<file path="src/pkg/crp_pkg.sv">
package crp_pkg;
  // width of the gated address, bank and command strobe group
  localparam int CRP_DATA_W     = 22;
  // clock-enable and termination lines per group
  localparam int CRP_CTL_W      = 2;
  // chip-select inputs that take part in gating and parity
  localparam int CRP_NUM_SEL    = 4;
  // cycles the fault line is held low after a mismatch
  localparam int CRP_FAULT_HOLD = 2;
  localparam int CRP_HOLD_W     = 2;
  // parity record buffer depth
  localparam int CRP_FIFO_DEPTH = 4;
  // parity record width: one data parity bit per selected cycle
  localparam int CRP_REC_W      = 1;
  // reset values
  localparam logic CRP_LOW_RST   = 1'b0;
  localparam logic [CRP_HOLD_W-1:0] CRP_HOLD_RST = 2'h0;
endpackage

</file>
<file path="src/rtl/crp_fifo.sv">
`timescale 1ns/1ps
module crp_fifo #(
  parameter int W     = crp_pkg::CRP_REC_W,
  parameter int DEPTH = crp_pkg::CRP_FIFO_DEPTH
) (
  input  wire logic         clk,
  input  wire logic         rst_n,
  input  wire logic         in_valid,
  output logic              in_ready,
  input  wire logic [W-1:0] in_data,
  output logic              out_valid,
  input  wire logic         out_ready,
  output logic [W-1:0]      out_data
);
  import crp_pkg::*;

  localparam int PW = (DEPTH > 1) ? $clog2(DEPTH) : 1;
  localparam logic [PW:0] DEPTH_C = (PW+1)'(DEPTH);

  generate
    if (W < 1 || DEPTH < 2 || (DEPTH & (DEPTH - 1)) != 0) begin : g_bad
      $error("crp_fifo: W must be >= 1 and DEPTH a power of two >= 2");
    end
  endgenerate

  logic [W-1:0]  mem_r [DEPTH];
  logic [PW-1:0] wr_r;
  logic [PW-1:0] wr_nxt;
  logic [PW-1:0] rd_r;
  logic [PW-1:0] rd_nxt;
  logic [PW:0]   cnt_r;
  logic [PW:0]   cnt_nxt;
  logic          push;
  logic          pop;

  ////////////////////////////////////////////////////////////////////////////////

  always_comb begin
    in_ready  = (cnt_r != DEPTH_C);
    out_valid = (cnt_r != '0);
    out_data  = mem_r[rd_r];
    push      = in_valid & in_ready;
    pop       = out_valid & out_ready;
    wr_nxt    = push ? wr_r + 1'b1 : wr_r;
    rd_nxt    = pop ? rd_r + 1'b1 : rd_r;
    cnt_nxt   = cnt_r;
    if (push && !pop) begin
      cnt_nxt = cnt_r + 1'b1;
    end else if (pop && !push) begin
      cnt_nxt = cnt_r - 1'b1;
    end
  end

  // storage carries no reset: it is never read while empty
  always_ff @(posedge clk) begin
    if (push) begin
      mem_r[wr_r] <= in_data;
    end
  end

  always_ff @(posedge clk or negedge rst_n) begin
    if (!rst_n) begin
      wr_r  <= '0;
      rd_r  <= '0;
      cnt_r <= '0;
    end else begin
      wr_r  <= wr_nxt;
      rd_r  <= rd_nxt;
      cnt_r <= cnt_nxt;
    end
  end
endmodule

</file>
<file path="src/rtl/crp_register.sv">
`timescale 1ns/1ps
module crp_register #(
  parameter int DATA_W = crp_pkg::CRP_DATA_W,
  parameter int CTL_W  = crp_pkg::CRP_CTL_W
) (
  input  wire logic              clk,
  input  wire logic              rst_n,
  input  wire logic [DATA_W-1:0] cmd_addr_in,
  input  wire logic              rank_select0_n,
  input  wire logic              rank_select1_n,
  input  wire logic              rank_select2_n,
  input  wire logic              rank_select3_n,
  input  wire logic              select_gating_strap,
  input  wire logic [CTL_W-1:0]  clock_enable_in,
  input  wire logic [CTL_W-1:0]  termination_in,
  input  wire logic              late_parity_bit,
  output logic [DATA_W-1:0]      cmd_addr_out,
  output logic                   rank_select0_out,
  output logic                   rank_select1_out,
  output logic [CTL_W-1:0]       clock_enable_out,
  output logic [CTL_W-1:0]       termination_out,
  output logic                   parity_fault_n_out,
  output logic                   parity_fault_n_oe
);
  import crp_pkg::*;

  generate
    if (DATA_W < 1 || CTL_W < 1) begin : g_bad
      $error("crp_register: DATA_W and CTL_W must be >= 1");
    end
  endgenerate

  localparam logic [CRP_HOLD_W-1:0] HOLD_C = CRP_HOLD_W'(CRP_FAULT_HOLD);

  // true when at least one select line is active (low)
  function automatic logic any_selected(input logic [CRP_NUM_SEL-1:0] sel_n);
    any_selected = ~(&sel_n);
  endfunction

  ////////////////////////////////////////////////////////////////////////////////
  // input capture and re-drive

  logic [CRP_NUM_SEL-1:0] sel_n;
  logic                   sel_any;
  logic                   rx_en_r;
  logic                   rx_en_nxt;
  logic [DATA_W-1:0]      data_r;
  logic [DATA_W-1:0]      data_nxt;
  logic                   cs0_r;
  logic                   cs0_nxt;
  logic                   cs1_r;
  logic                   cs1_nxt;
  logic [CTL_W-1:0]       cke_r;
  logic [CTL_W-1:0]       cke_nxt;
  logic [CTL_W-1:0]       odt_r;
  logic [CTL_W-1:0]       odt_nxt;

  always_comb begin
    sel_n     = {rank_select3_n, rank_select2_n, rank_select1_n, rank_select0_n};
    sel_any   = any_selected(sel_n);
    // receivers come up one edge after release, so that first edge loads nothing
    rx_en_nxt = 1'b1;
    data_nxt  = data_r;
    cs0_nxt   = cs0_r;
    cs1_nxt   = cs1_r;
    cke_nxt   = cke_r;
    odt_nxt   = odt_r;
    if (rx_en_r) begin
      if (!select_gating_strap || sel_any) begin
        data_nxt = cmd_addr_in;
      end
      cs0_nxt = rank_select0_n;
      cs1_nxt = rank_select1_n;
      cke_nxt = clock_enable_in;
      odt_nxt = termination_in;
    end
  end

  // async clear only, constants only; reset wins over gating
  always_ff @(posedge clk or negedge rst_n) begin
    if (!rst_n) begin
      rx_en_r <= CRP_LOW_RST;
      data_r  <= '0;
      cs0_r   <= CRP_LOW_RST;
      cs1_r   <= CRP_LOW_RST;
      cke_r   <= '0;
      odt_r   <= '0;
    end else begin
      rx_en_r <= rx_en_nxt;
      data_r  <= data_nxt;
      cs0_r   <= cs0_nxt;
      cs1_r   <= cs1_nxt;
      cke_r   <= cke_nxt;
      odt_r   <= odt_nxt;
    end
  end

  always_comb begin
    cmd_addr_out     = data_r;
    rank_select0_out = cs0_r;
    rank_select1_out = cs1_r;
    clock_enable_out = cke_r;
    termination_out  = odt_r;
  end

  ////////////////////////////////////////////////////////////////////////////////
  // parity records: one per selected cycle, drained when its late bit arrives

  logic                 rec_push;
  logic                 rec_ready;
  logic [CRP_REC_W-1:0] rec_in;
  logic                 rec_valid;
  logic [CRP_REC_W-1:0] rec_out;

  always_comb begin
    // strap plays no part here; records only when a select is low
    rec_push = rx_en_r & sel_any & rec_ready;
    rec_in   = ^cmd_addr_in;
  end

  crp_fifo #(
    .W     (CRP_REC_W),
    .DEPTH (CRP_FIFO_DEPTH)
  ) u_rec_fifo (
    .clk       (clk),
    .rst_n     (rst_n),
    .in_valid  (rec_push),
    .in_ready  (rec_ready),
    .in_data   (rec_in),
    .out_valid (rec_valid),
    .out_ready (rx_en_r),
    .out_data  (rec_out)
  );

  ////////////////////////////////////////////////////////////////////////////////
  // check, extra delay stage and two-cycle hold

  logic                  chk_r;
  logic                  chk_nxt;
  logic [CRP_HOLD_W-1:0] hold_r;
  logic [CRP_HOLD_W-1:0] hold_nxt;
  logic                  oe_r;
  logic                  oe_nxt;

  always_comb begin
    // late bit pairs with the record pushed one edge earlier
    chk_nxt  = rx_en_r & rec_valid & ~(rec_out[0] ^ late_parity_bit);
    oe_nxt   = chk_r | (hold_r > 2'h1);
    hold_nxt = hold_r;
    if (chk_r) begin
      hold_nxt = HOLD_C;
    end else if (hold_r != CRP_HOLD_RST) begin
      hold_nxt = hold_r - 1'b1;
    end
  end

  always_ff @(posedge clk or negedge rst_n) begin
    if (!rst_n) begin
      chk_r  <= CRP_LOW_RST;
      hold_r <= CRP_HOLD_RST;
      oe_r   <= CRP_LOW_RST;
    end else begin
      chk_r  <= chk_nxt;
      hold_r <= hold_nxt;
      oe_r   <= oe_nxt;
    end
  end

  // open drain: only ever pulls low, the line floats high otherwise
  always_comb begin
    parity_fault_n_out = CRP_LOW_RST;
    parity_fault_n_oe  = oe_r;
  end
endmodule

</file>
<file path="config.mk">
export PLATFORM = sky130hd
export DESIGN_NAME = crp_register
export DESIGN_NICKNAME = d
export VERILOG_FILES = /design/src/pkg/crp_pkg.sv /design/src/rtl/crp_fifo.sv /design/src/rtl/crp_register.sv
export SDC_FILE = /design/constraint.sdc
export NUM_CORES = 1
export LEC_CHECK = 0
export BUFFER_PORTS_ARGS = -buffer_cell sky130_fd_sc_hd__buf_4
export CAP_MARGIN = 20
export CORE_ASPECT_RATIO = 0.6
export CORE_UTILIZATION = 31
export CTS_CLUSTER_SIZE = 12
export DETAILED_ROUTE_END_ITERATION = 8
export PLACE_DENSITY = 0.61
export SLEW_MARGIN = 0
export SYNTH_ARGS = -nofsm -noshare
export SYNTH_HDL_FRONTEND = slang
export SYNTH_HIERARCHICAL = 1
export SYNTH_SLANG_ARGS = --single-unit
</file>
<file path="constraint.sdc">
create_clock -name clk -period 2.8 [get_ports clk]
set_input_delay 0.42 -clock clk [delete_from_list [all_inputs] [get_ports clk]]
set_output_delay 0.42 -clock clk [all_outputs]
set_load 0.02 [all_outputs]
</file>
==> results of run 1 <==
state kept, by name, summed over array words and instances (netlist names):
signal and cells:
cmd_addr_out 22, u_rec_fifo/mem_r 4, u_rec_fifo/cnt_r 3, clock_enable_out 2, hold_r 2, termination_out 2, u_rec_fifo/rd_r 2, u_rec_fifo/wr_r 2
chk_r 1, parity_fault_n_oe 1, rank_select0_out 1, rank_select1_out 1, rx_en_r 1
cells in the mapped netlist, types with 2 or more instances:
library cell	instances	area [µm²]
and2_1	4	25.02
inv_1	6	22.52
mux2_2	28	315.3
xor2_1	5	43.79
mux2_1	2	22.52
xnor2_1	21	183.9
nor2_1	2	7.510
conb_1	2	7.510
and3_1	2	12.51
edfxtp_1	4	120.1
dfrtp_1	40	1001
ha_1	7	87.58
buf_2	3	15.01
layer usage:
metal	GRT usage (%)	share of wire, %	routed length [µm]	up-vias
met5	0	0	0	-
met4	3.082	0.71	27	0
met3	4.326	5.5	210	3
met2	18.63	43	1640	27
met1	17.31	51	1948	587
li1	-	-	-	604
worst max-delay path, stage by stage (launching register included):
cell and delay (ps):
dfrtp_1 450, nor2_2 90, nand2_1 60, and3_1 150, a21boi_4 250, ha_1 210
inv_1 60, fa_1 370, xor2_1 150, nor2_1 120, xor2_1 150
worst max-delay path by stage:
stage / from / end / slack, ps / cells past startpoint
after floorplan: rx_en_r / u_rec_fifo/cnt_r[2] / 760 / 9
after global placement: rank_select0_n / u_rec_fifo/cnt_r[2] / 610 / 10
after detailed placement: rank_select0_n / u_rec_fifo/cnt_r[2] / 540 / 10
after CTS: u_rec_fifo/cnt_r[0] / u_rec_fifo/cnt_r[2] / 660 / 10
after global routing: u_rec_fifo/cnt_r[0] / u_rec_fifo/cnt_r[2] / 480 / 10
final: u_rec_fifo/cnt_r[0] / u_rec_fifo/cnt_r[2] / 670 / 10
where the power goes:
| part | switching [mW] | internal [mW] | leakage, nW |
|---|---|---|---|
| clock | 0.219 | 0.279 | 0.0627 |
| combinational | 0.333 | 0.384 | 0.681 |
| sequential | 0.107 | 0.812 | 0.504 |
| total | 0.658 | 1.48 | 1.25 |
cells by family (layout without fill, tap and decap cells):
family	after synthesis	after routing	share of synthesized area, %
flip-flops	44	44	54.70
multiplexers	32	32	18.07
XOR/XNOR	28	28	13.00
AND/OR/NAND/NOR	15	15	4.884
buffers and inverters	10	78	2.198
adder cells (fa/ha/maj)	8	8	5.250
AO/OA/AOI/OAI	3	3	1.526
other	2	2	0.3664
through the flow:
stage,setup WS (ps),hold slack (ps)
after floorplan,760.4,124.4
after global placement,612.8,431.1
after detailed placement,536.1,438.3
after CTS,655.6,107.5
after global routing,482.2,123.8
final,667.6,92.61
layout make-up:
class	instances	area (µm²)	share of cell area, %
tap	84	105.1	3.839
multi-input combinational	88	887.1	32.40
clock buffer	8	121.4	4.433
sequential	44	1121	40.95
timing repair buffer	64	480.5	17.55
inverter	6	22.52	0.8227
==> impl_metrics.csv, run 1 <==
group,metric,value,unit
status,run_status,"finished, final reports clean",
clock_tree,insertion_delay,300,ps
clock_tree,clock_path_buffers,2,
yosys,syn_area_per_cell,14.43,µm²
die,io_pins,64,
sta,fin_crit_sh,76.16,%
cells_and_area,antennaDiodeCount,0,
die,dieArea,0.006951,mm²
power,powerDensity,779.4,mW/mm²
sta,finalMaxSlewViolations,0,
cells_and_area,utilization,43.81,%
grt,gr-usage-all-layers,12.50,%
yosys,synth_flop_cell,"dfrtp_1",
sta,hold_violations,0,
power,power.total,2.134,mW
flow_run,drv_cap,0,
sta,finClkSkew,6.585,ps
routing,num_vias,1221,
placement,placed_area,0.002616,mm²
sta,min_period,2132,ps
clock_tree,cts_buffers,5,
routing,post-route-drc-count,0,
sta,setup_tns,0,ps
die,initial_core_util,32.80,%
worst_setup_path,required,3030,ps
sta,rsz0062_at_grt,"false",
routing,vias_per_cell,4.153,
cells_and_area,final_common_cell,"buf_4",
clock_tree,root_buffer,"clkbuf_8",
cells_and_area,final_layout_size_suffix_gt1_share,51.90,%
sta,setup_viol,0,
placement,routabilityCongestion,0.7098,
clock_tree,htreeDepth,2,
yosys,ys_seq_area_share,54.70,%
sta,slew_headroom,65.61,%
yosys,synth_cell_types,29,
yosys,async_flop_share,90.91,%
placement,hpwl,2902,µm
worst_setup_path,end_kind,"flop",
grt,grt_pass1_vias,1355,
cells_and_area,fin_nets,251,
cells_and_area,fin_area,0.002738,mm²
cells_and_area,most-common-layout-cells,"buf_4, dfrtp_1, mux2_2",
yosys,yosys_register_bits,44,
cells_and_area,fin_cells,294,
worst_setup_path,crit_fanout,7,
min_path,hold_class,"primary input to asynchronous set/reset pin",
die,die_w,107.0,µm
yosys,syn_inst,142,
placement,port_buffers,62,
power,peakVddDrop,281.3,µV
die,die_y,64.98,µm
grt,grt_remaining_overflow,0,
worst_setup_path,r2r_start,"u_rec_fifo/cnt_r[0]",
routing,wl_per_cell,13.01,µm
yosys,synth_warnings,6,
yosys,synth_edf_count,4,
cells_and_area,fillers,586,
clock_tree,path_clk_slew,90,ps
cells_and_area,syn_to_final_growth,33.58,%
grt,grt_pass1_wl,6555,µm
sta,tightest_slew,515.9,ps
die,coreArea,0.006248,mm²
routing,first_pass_iters,3,
routing,drt_iter0_markers,22,
sta,max_freq,469.0,MHz
clock_tree,cts_resized,0,
placement,place_inst,286,
clock_tree,cts.sink_count,44,
worst_setup_path,r2r-end,"u_rec_fifo/cnt_r[2]",
yosys,synth_area,0.002049,mm²
clock_tree,cts_hold_buf,0,
grt,antenna_found_initial,0,
routing,ant_nets,0,
worst_setup_path,rr_worst_depth,10,
worst_setup_path,arrival,2360,ps
worst_setup_path,rrSetupSlack,670,ps
worst_setup_path,crit_type,"flop to flop",
yosys,syn-num-nets,184,
clock_tree,tritoncts,"done",
die,rows,22,
power,leakagePower,1.248,nW
clock_tree,cts_setup_buffers,0,
routing,wl,3826,µm
grt,grt_start_max_net_pins,41,
worst_setup_path,cp-start-kind,"flop",
Note: power is estimated with default switching activity, not from simulation.
==> run 2: changes to the inputs <==
- ABC_AREA: unset -> 1
- PLACE_DENSITY: 0.61 -> 0.6
- clock period: 2.8 -> 2.17 ns (I/O delays scaled with it)
==> run 2 against run 1 <==
Net effect:
- worst hold slack got worse by 74 ps
- clock-buffer cell count fell by 2
- core utilization fell by 1.5 points
- cell count rose by 51%
- sequential share of layout area fell by 4.8 points
- area after synthesis rose by 15%
- register-to-register slack got worse by 480 ps
- routed wire length rose by 23%
- sequential cell count did not move
- critical path type unchanged
- largest cell class unchanged
- largest power group unchanged
- highest routed layer unchanged
==> impl_metrics.csv, run 2 <==
group,metric,value,unit
status,run_status,"finished, final reports clean",
die,die_w,114.8,µm
worst_setup_path,cp-startpoint,"u_rec_fifo/cnt_r[0]",
sta,tightest_slew,535.0,ps
cells_and_area,antennaDiodeCount,0,
yosys,syn-num-nets,316,
cells_and_area,fin_nets,382,
routing,post-route-drc-count,0,
die,die_y,69.66,µm
sta,min_period,1986,ps
flow_run,drv_cap,0,
yosys,synthAdderAreaFrac,4.550,%
yosys,syn_inst,274,
sta,timing.final.ws_setup,184.0,ps
die,coreArea,0.007327,mm²
yosys,synth_commonest_cells,"nand2_1, dfrtp_1, inv_1",
worst_setup_path,crit_fanout,7,
cells_and_area,largest_register_ff_count,22,
worst_setup_path,crit_type,"flop to flop",
power,combPwrFrac,32.2,%
cells_and_area,fin_cells,445,
yosys,synth_compound_area_share,4.021,%
power,power.total,2.961,mW
clock_tree,cts.sink_count,44,
grt,gr-usage-all-layers,13.33,%
worst_setup_path,end_kind,"flop",
cells_and_area,final_common_cell,"nand2_1",
yosys,synth_top_family_by_area,"simple AND/OR/NAND/NOR gates",
worst_setup_path,cp-start-kind,"flop",
yosys,synth_cell_types,24,
sta,setup_tns,0,ps
routing,vias_per_cell,4.180,
placement,place_inst,437,
sta,max_freq,503.5,MHz
yosys,synth_area_leaders,"dfrtp_1, nand2_1, inv_1",
clock_tree,htreeDepth,2,
power,powerDensity,954.8,mW/mm²
yosys,syn_area_per_cell,8.631,µm²
clock_tree,tritoncts,"done",
sta,finClkSkew,5.288,ps
sta,finalMaxSlewViolations,0,
worst_setup_path,required,2350,ps
power,peakVddDrop,495.3,µV
yosys,synth_edf_count,4,
sta,hold_violations,0,
power,seqPwrFrac,38.5,%
yosys,synth_most_common_cell,"nand2_1",
grt,grt_pass1_wl,8204,µm
sta,setup_viol,0,
placement,dp_slack,106.8,ps
yosys,synth_warnings,6,
clock_tree,path_clk_slew,60,ps
worst_setup_path,r2r_start,"u_rec_fifo/cnt_r[0]",
yosys,synth_flop_cell,"dfrtp_1",
placement,routabilityCongestion,0.6789,
cells_and_area,fin_area,0.003102,mm²
placement,placed_area,0.002935,mm²
yosys,synthSimpleGateAreaFrac,23.17,%
cells_and_area,most-common-layout-cells,"nand2_1, buf_4, dfrtp_1",
yosys,yosys_register_bits,44,
worst_setup_path,crit_path_end,"u_rec_fifo/cnt_r[2]",
cells_and_area,utilization,42.33,%
grt,grt_start_max_net_pins,41,
routing,first_pass_iters,4,
yosys,netlist.area_leader.share,42.33,%
worst_setup_path,rrSetupSlack,180,ps
yosys,synthMuxAreaShare,8.571,%
routing,wl,4695,µm
clock_tree,clock_path_buffers,2,
sta,hold_ws,18.72,ps
power,leakagePower,1.665,nW
yosys,async_flop_share,90.91,%
placement,port_buffers,62,
yosys,synth_xor_area_share,4.074,%
routing,num_vias,1860,
die,io_pins,64,
die,initial_core_util,32.27,%
clock_tree,insertion_delay,290,ps
clock_tree,cts_hold_buf,0,
routing,wl_per_cell,10.55,µm
sta,slew_headroom,64.33,%
power,power_switching,0.9875,mW
yosys,synth_largest_area_cell,"dfrtp_1",
grt,antenna_found_initial,0,
placement,hpwl,3471,µm
yosys,ys_seq_area_share,47.41,%
cells_and_area,syn_to_final_growth,31.16,%
die,dieArea,0.007993,mm²
power,clockPowerShare,29.3,%
die,rows,24,
power,sw_frac_of_total,33.35,%
power,p_int,1.974,mW
routing,drt_iter0_markers,46,
yosys,synth_area,0.002365,mm²
cells_and_area,fillers,765,
routing,ant_nets,0,
worst_setup_path,r2r-end,"u_rec_fifo/cnt_r[2]",
grt,grt_remaining_overflow,0,
grt,grt_pass1_vias,1828,
min_path,hold_class,"primary input to asynchronous set/reset pin",
clock_tree,cts_buffers,5,
worst_setup_path,rr_worst_depth,13,
cells_and_area,final_layout_size_suffix_gt1_share,27.86,%
worst_setup_path,arrival,2170,ps
clock_tree,root_buffer,"clkbuf_16",
sta,fin_crit_sh,91.52,%
sta,rsz0062_at_grt,"false",
==> run 2: changes by cell type after synthesis, moves of 11 or more <==
cell and delta:
xnor2_1 -15, o21ai_0 +15, mux2_2 -18, nand2_1 +102
inv_1 +32, nand3_1 +11
==> run 2: cell families (layout without fill, tap and decap cells) <==
family | count (synthesis) | after routing
adder cells (fa/ha/maj) | 8 | 8
XOR/XNOR | 11 | 11
AO/OA/AOI/OAI | 18 | 18
AND/OR/NAND/NOR | 131 | 131
flip-flops | 44 | 44
other | 2 | 2
multiplexers | 16 | 16
buffers and inverters | 44 | 111
==> run 2: power groups by stage <==
stage | clock network, mW | logic (mW) | registers, mW
3_5_place_dp | 0 | 0.964 | 1.15
4_1_cts | 0.897 | 0.964 | 1.14
6_report | 0.868 | 0.954 | 1.14
5_1_grt | 0.938 | 1.10 | 1.16
3_3_place_gp | 0 | 0.941 | 1.15
2_1_floorplan | 0 | 0.596 | 1.21
==> run 2: timing repair <==
action	CTS	global route
buffers inserted	0	0
gates resized for setup	0	1
endpoints found under the setup margin	0	1
==> run 2: final cells by class <==
type                       instances  area (µm²)  share of cell area, %
clock buffer                       6       128.9                  4.155
clock inverter                     2       35.03                  1.129
inverter                          39       146.4                  4.720
multi-input combinational        186        1060                  34.17
sequential                        44        1121                  36.14
tap                              104       130.1                  4.195
timing repair buffer              64       480.5                  15.49
==> run 2: routing by layer <==
metal  vias to the layer above  global-route usage, %  wire, µm
li1                        972                      -         -
met1                       837                  17.43      2374
met2                        45                  19.12      1884
met3                         6                  5.769       362
met4                         0                  5.628        73
met5                         -                      0         0
==> run 2: critical path, stage by stage (launching register included) <==
cell and delay [ps]:
dfrtp_1 410, inv_1 90, nand3_2 80, nand2_1 60, nor2_2 190, nand2_4 100
inv_1 60, ha_1 160, inv_1 70, fa_1 380, nand2_1 100, nand3_1 70
nand2_1 60, nand2_1 50
==> run 2: worst min path at each step <==
stage | end | slack [ps] | cells past startpoint
finish | cmd_addr_out[13] | 20 | 1
global route | cmd_addr_out[19] | 60 | 1
CTS | parity_fault_n_oe | 40 | 1
detailed placement | parity_fault_n_oe | 360 | 1
global placement | parity_fault_n_oe | 350 | 1
floorplan | chk_r | 30 | 0
==> run 3: changes to the inputs <==
- CORE_UTILIZATION: 31 -> 40
- CTS_CLUSTER_DIAMETER: unset -> 50
- PLACE_DENSITY: 0.6 -> 0.72
==> run 3 against run 2 <==
Net effect:
- the flow now finishes with violations (negative hold slack)
- cell count down 5.4%
- core utilization is 11 points higher
- via count up 0.59%
- setup slack worse by 4.4 ps
- die area decreased by 22%
- critical path type unchanged
- power fell by 9.8%
- largest power group unchanged
- routed wire length is 2.9% lower
- clock power decreased by 38%
- sequential cell count unchanged
- first-iteration DRC count fell by 24%
- sequential share of layout area up 1.1 points
==> impl_metrics.csv, run 3 (synthesis results as in run 2) <==
group,metric,value,unit
clock_tree,tritoncts,"done",
cells_and_area,largest_register_ff_count,22,
power,power_switching,0.9652,mW
routing,ant_nets,0,
grt,antenna_found_initial,0,
routing,wl_per_cell,10.82,µm
placement,port_buffers,62,
cells_and_area,syn_to_final_growth,27.30,%
power,powerDensity,887.4,mW/mm²
sta,rsz0062_at_grt,"false",
routing,post-route-drc-count,0,
cells_and_area,most-common-layout-cells,"nand2_1, buf_4, dfrtp_1",
worst_setup_path,crit_fanout,7,
routing,first_pass_iters,4,
power,leakagePower,1.632,nW
clock_tree,htreeDepth,2,
worst_setup_path,critical_path_depth,13,
cells_and_area,fin_cells,421,
worst_setup_path,rr_worst_depth,13,
worst_setup_path,arrival,2180,ps
cells_and_area,final_layout_size_suffix_gt1_share,27.57,%
routing,drt_iter0_markers,35,
die,initial_core_util,42.06,%
power,p_int,1.706,mW
status,run_status,"complete, but fails checks",
worst_setup_path,path_delay_family,"simple AND/OR/NAND/NOR gates",
sta,hold_ws,-7.065,ps
die,coreArea,0.005623,mm²
cells_and_area,fin_nets,382,
worst_setup_path,crit_top_cell,"nand2_1",
sta,finClkSkew,4.446,ps
placement,routabilityCongestion,0.7537,
grt,gr-usage-all-layers,15.51,%
clock_tree,cts.sink_count,44,
die,die_w,101.3,µm
sta,min_period,1990,ps
power,peakVddDrop,321.2,µV
cells_and_area,final_common_cell,"nand2_1",
grt,grt_pass1_vias,1648,
clock_tree,clock_path_buffers,2,
clock_tree,path_clk_slew,80,ps
power,clockPowerShare,20.0,%
min_path,hold_class,"primary input to asynchronous set/reset pin",
worst_setup_path,crit_path_end,"u_rec_fifo/cnt_r[2]",
clock_tree,cts_hold_buf,0,
cells_and_area,antennaDiodeCount,0,
grt,grt_start_max_net_pins,41,
sta,tightest_slew,518.4,ps
routing,wl,4557,µm
die,rows,21,
sta,max_freq,502.4,MHz
worst_setup_path,crit_type,"flop to flop",
sta,timing.final.ws_setup,179.6,ps
worst_setup_path,cp-start-kind,"flop",
worst_setup_path,path_cells,"inv_1 -> nand3_4 -> nand2_1 -> nor2_4 -> nand2_4 -> inv_1 -> ha_1 -> inv_1 -> fa_1 -> nand2_1 -> nand3_1 -> nand2_1 -> nand2_1",
power,seqPwrFrac,42.6,%
clock_tree,root_buffer,"clkbuf_8",
power,combPwrFrac,37.4,%
placement,hpwl,3396,µm
worst_setup_path,end_kind,"flop",
worst_setup_path,max_stage_delay,390,ps
routing,vias_per_cell,4.444,
sta,setup_tns,0,ps
sta,hold_violations,9,
routing,num_vias,1871,
die,dieArea,0.006234,mm²
worst_setup_path,rrSetupSlack,180,ps
worst_setup_path,cp-startpoint,"u_rec_fifo/cnt_r[1]",
die,die_y,61.56,µm
grt,grt_remaining_overflow,0,
clock_tree,cts_buffers,5,
status,violations,"negative hold slack",
worst_setup_path,cp_slowest_cell,"fa_1",
sta,slew_headroom,65.44,%
power,sw_frac_of_total,36.13,%
flow_run,drv_cap,0,
sta,setup_viol,0,
worst_setup_path,r2r-end,"u_rec_fifo/cnt_r[2]",
sta,fin_crit_sh,91.72,%
worst_setup_path,r2r_start,"u_rec_fifo/cnt_r[1]",
sta,finalMaxSlewViolations,0,
placement,place_inst,412,
grt,grt_pass1_wl,7238,µm
clock_tree,insertion_delay,290,ps
placement,dp_slack,44.52,ps
die,io_pins,64,
worst_setup_path,required,2360,ps
worst_setup_path,crit_buf_inv,3,
[run 3: area by class of cell]
cell class | instances | area (µm²)
Fill cell | 555 | 2613
Sequential cell | 44 | 1121
Multi-Input combinational cell | 186 | 1072
Timing Repair Buffer | 64 | 480.5
Inverter | 39 | 146.4
Tap cell | 80 | 100.1
Clock buffer | 8 | 90.09
[run 3: how the worst min path moves through the flow]
stage          startpoint                end  slack, ps
2_1_floorplan       rst_n              chk_r         30
3_3_place_gp        rst_n          hold_r[1]        340
3_5_place_dp        rst_n          hold_r[1]        350
4_1_cts             rst_n   cmd_addr_out[18]         20
5_1_grt             rst_n          hold_r[1]         40
6_report            rst_n  parity_fault_n_oe         -7
[run 3: worst reg2reg max path, cell delays in order (launching register included)]
cell,delay (ps)
dfrtp_1,370
inv_1,100
nand3_4,120
nand2_1,100
nor2_4,160
nand2_4,90
inv_1,60
ha_1,160
inv_1,70
fa_1,390
nand2_1,100
nand3_1,70
nand2_1,60
nand2_1,40
[run 3: per-layer routing]
layer | routed length, µm | track usage (%) | vias to the layer above
met4 | 55 | 6.004 | 0
met2 | 1860 | 23.42 | 59
met3 | 309 | 5.221 | 8
met1 | 2332 | 20.85 | 825
li1 | - | - | 979
met5 | 0 | 0 | -
[run 3: timing repair]
item	4_1_cts	5_1_grt
setup buffers	0	1
endpoints found under the setup margin	0	2
gates resized for setup	0	3
[run 3: metrics by stage]
stage                     util, %  hold slack, ps  area [µm²]  total power, mW
after global routing        53.54           43.06        3010            2.887
after detailed placement    51.54           346.7        2898            2.120
final                       53.54          -7.065        3010            2.671
after global placement      51.54           339.6        2898            2.078
after floorplan                 -           29.91        2365            1.808
after CTS                   53.14           19.34        2988            2.665
[run 3: power by group through the flow]
| stage | Clock, mW | Sequential (mW) | Combinational (mW) |
|---|---|---|---|
| 6_report | 0.534 | 1.14 | 1.00 |
| 5_1_grt | 0.581 | 1.16 | 1.14 |
| 4_1_cts | 0.554 | 1.14 | 0.969 |
| 3_5_place_dp | 0 | 1.15 | 0.966 |
| 3_3_place_gp | 0 | 1.15 | 0.928 |
| 2_1_floorplan | 0 | 1.21 | 0.596 |
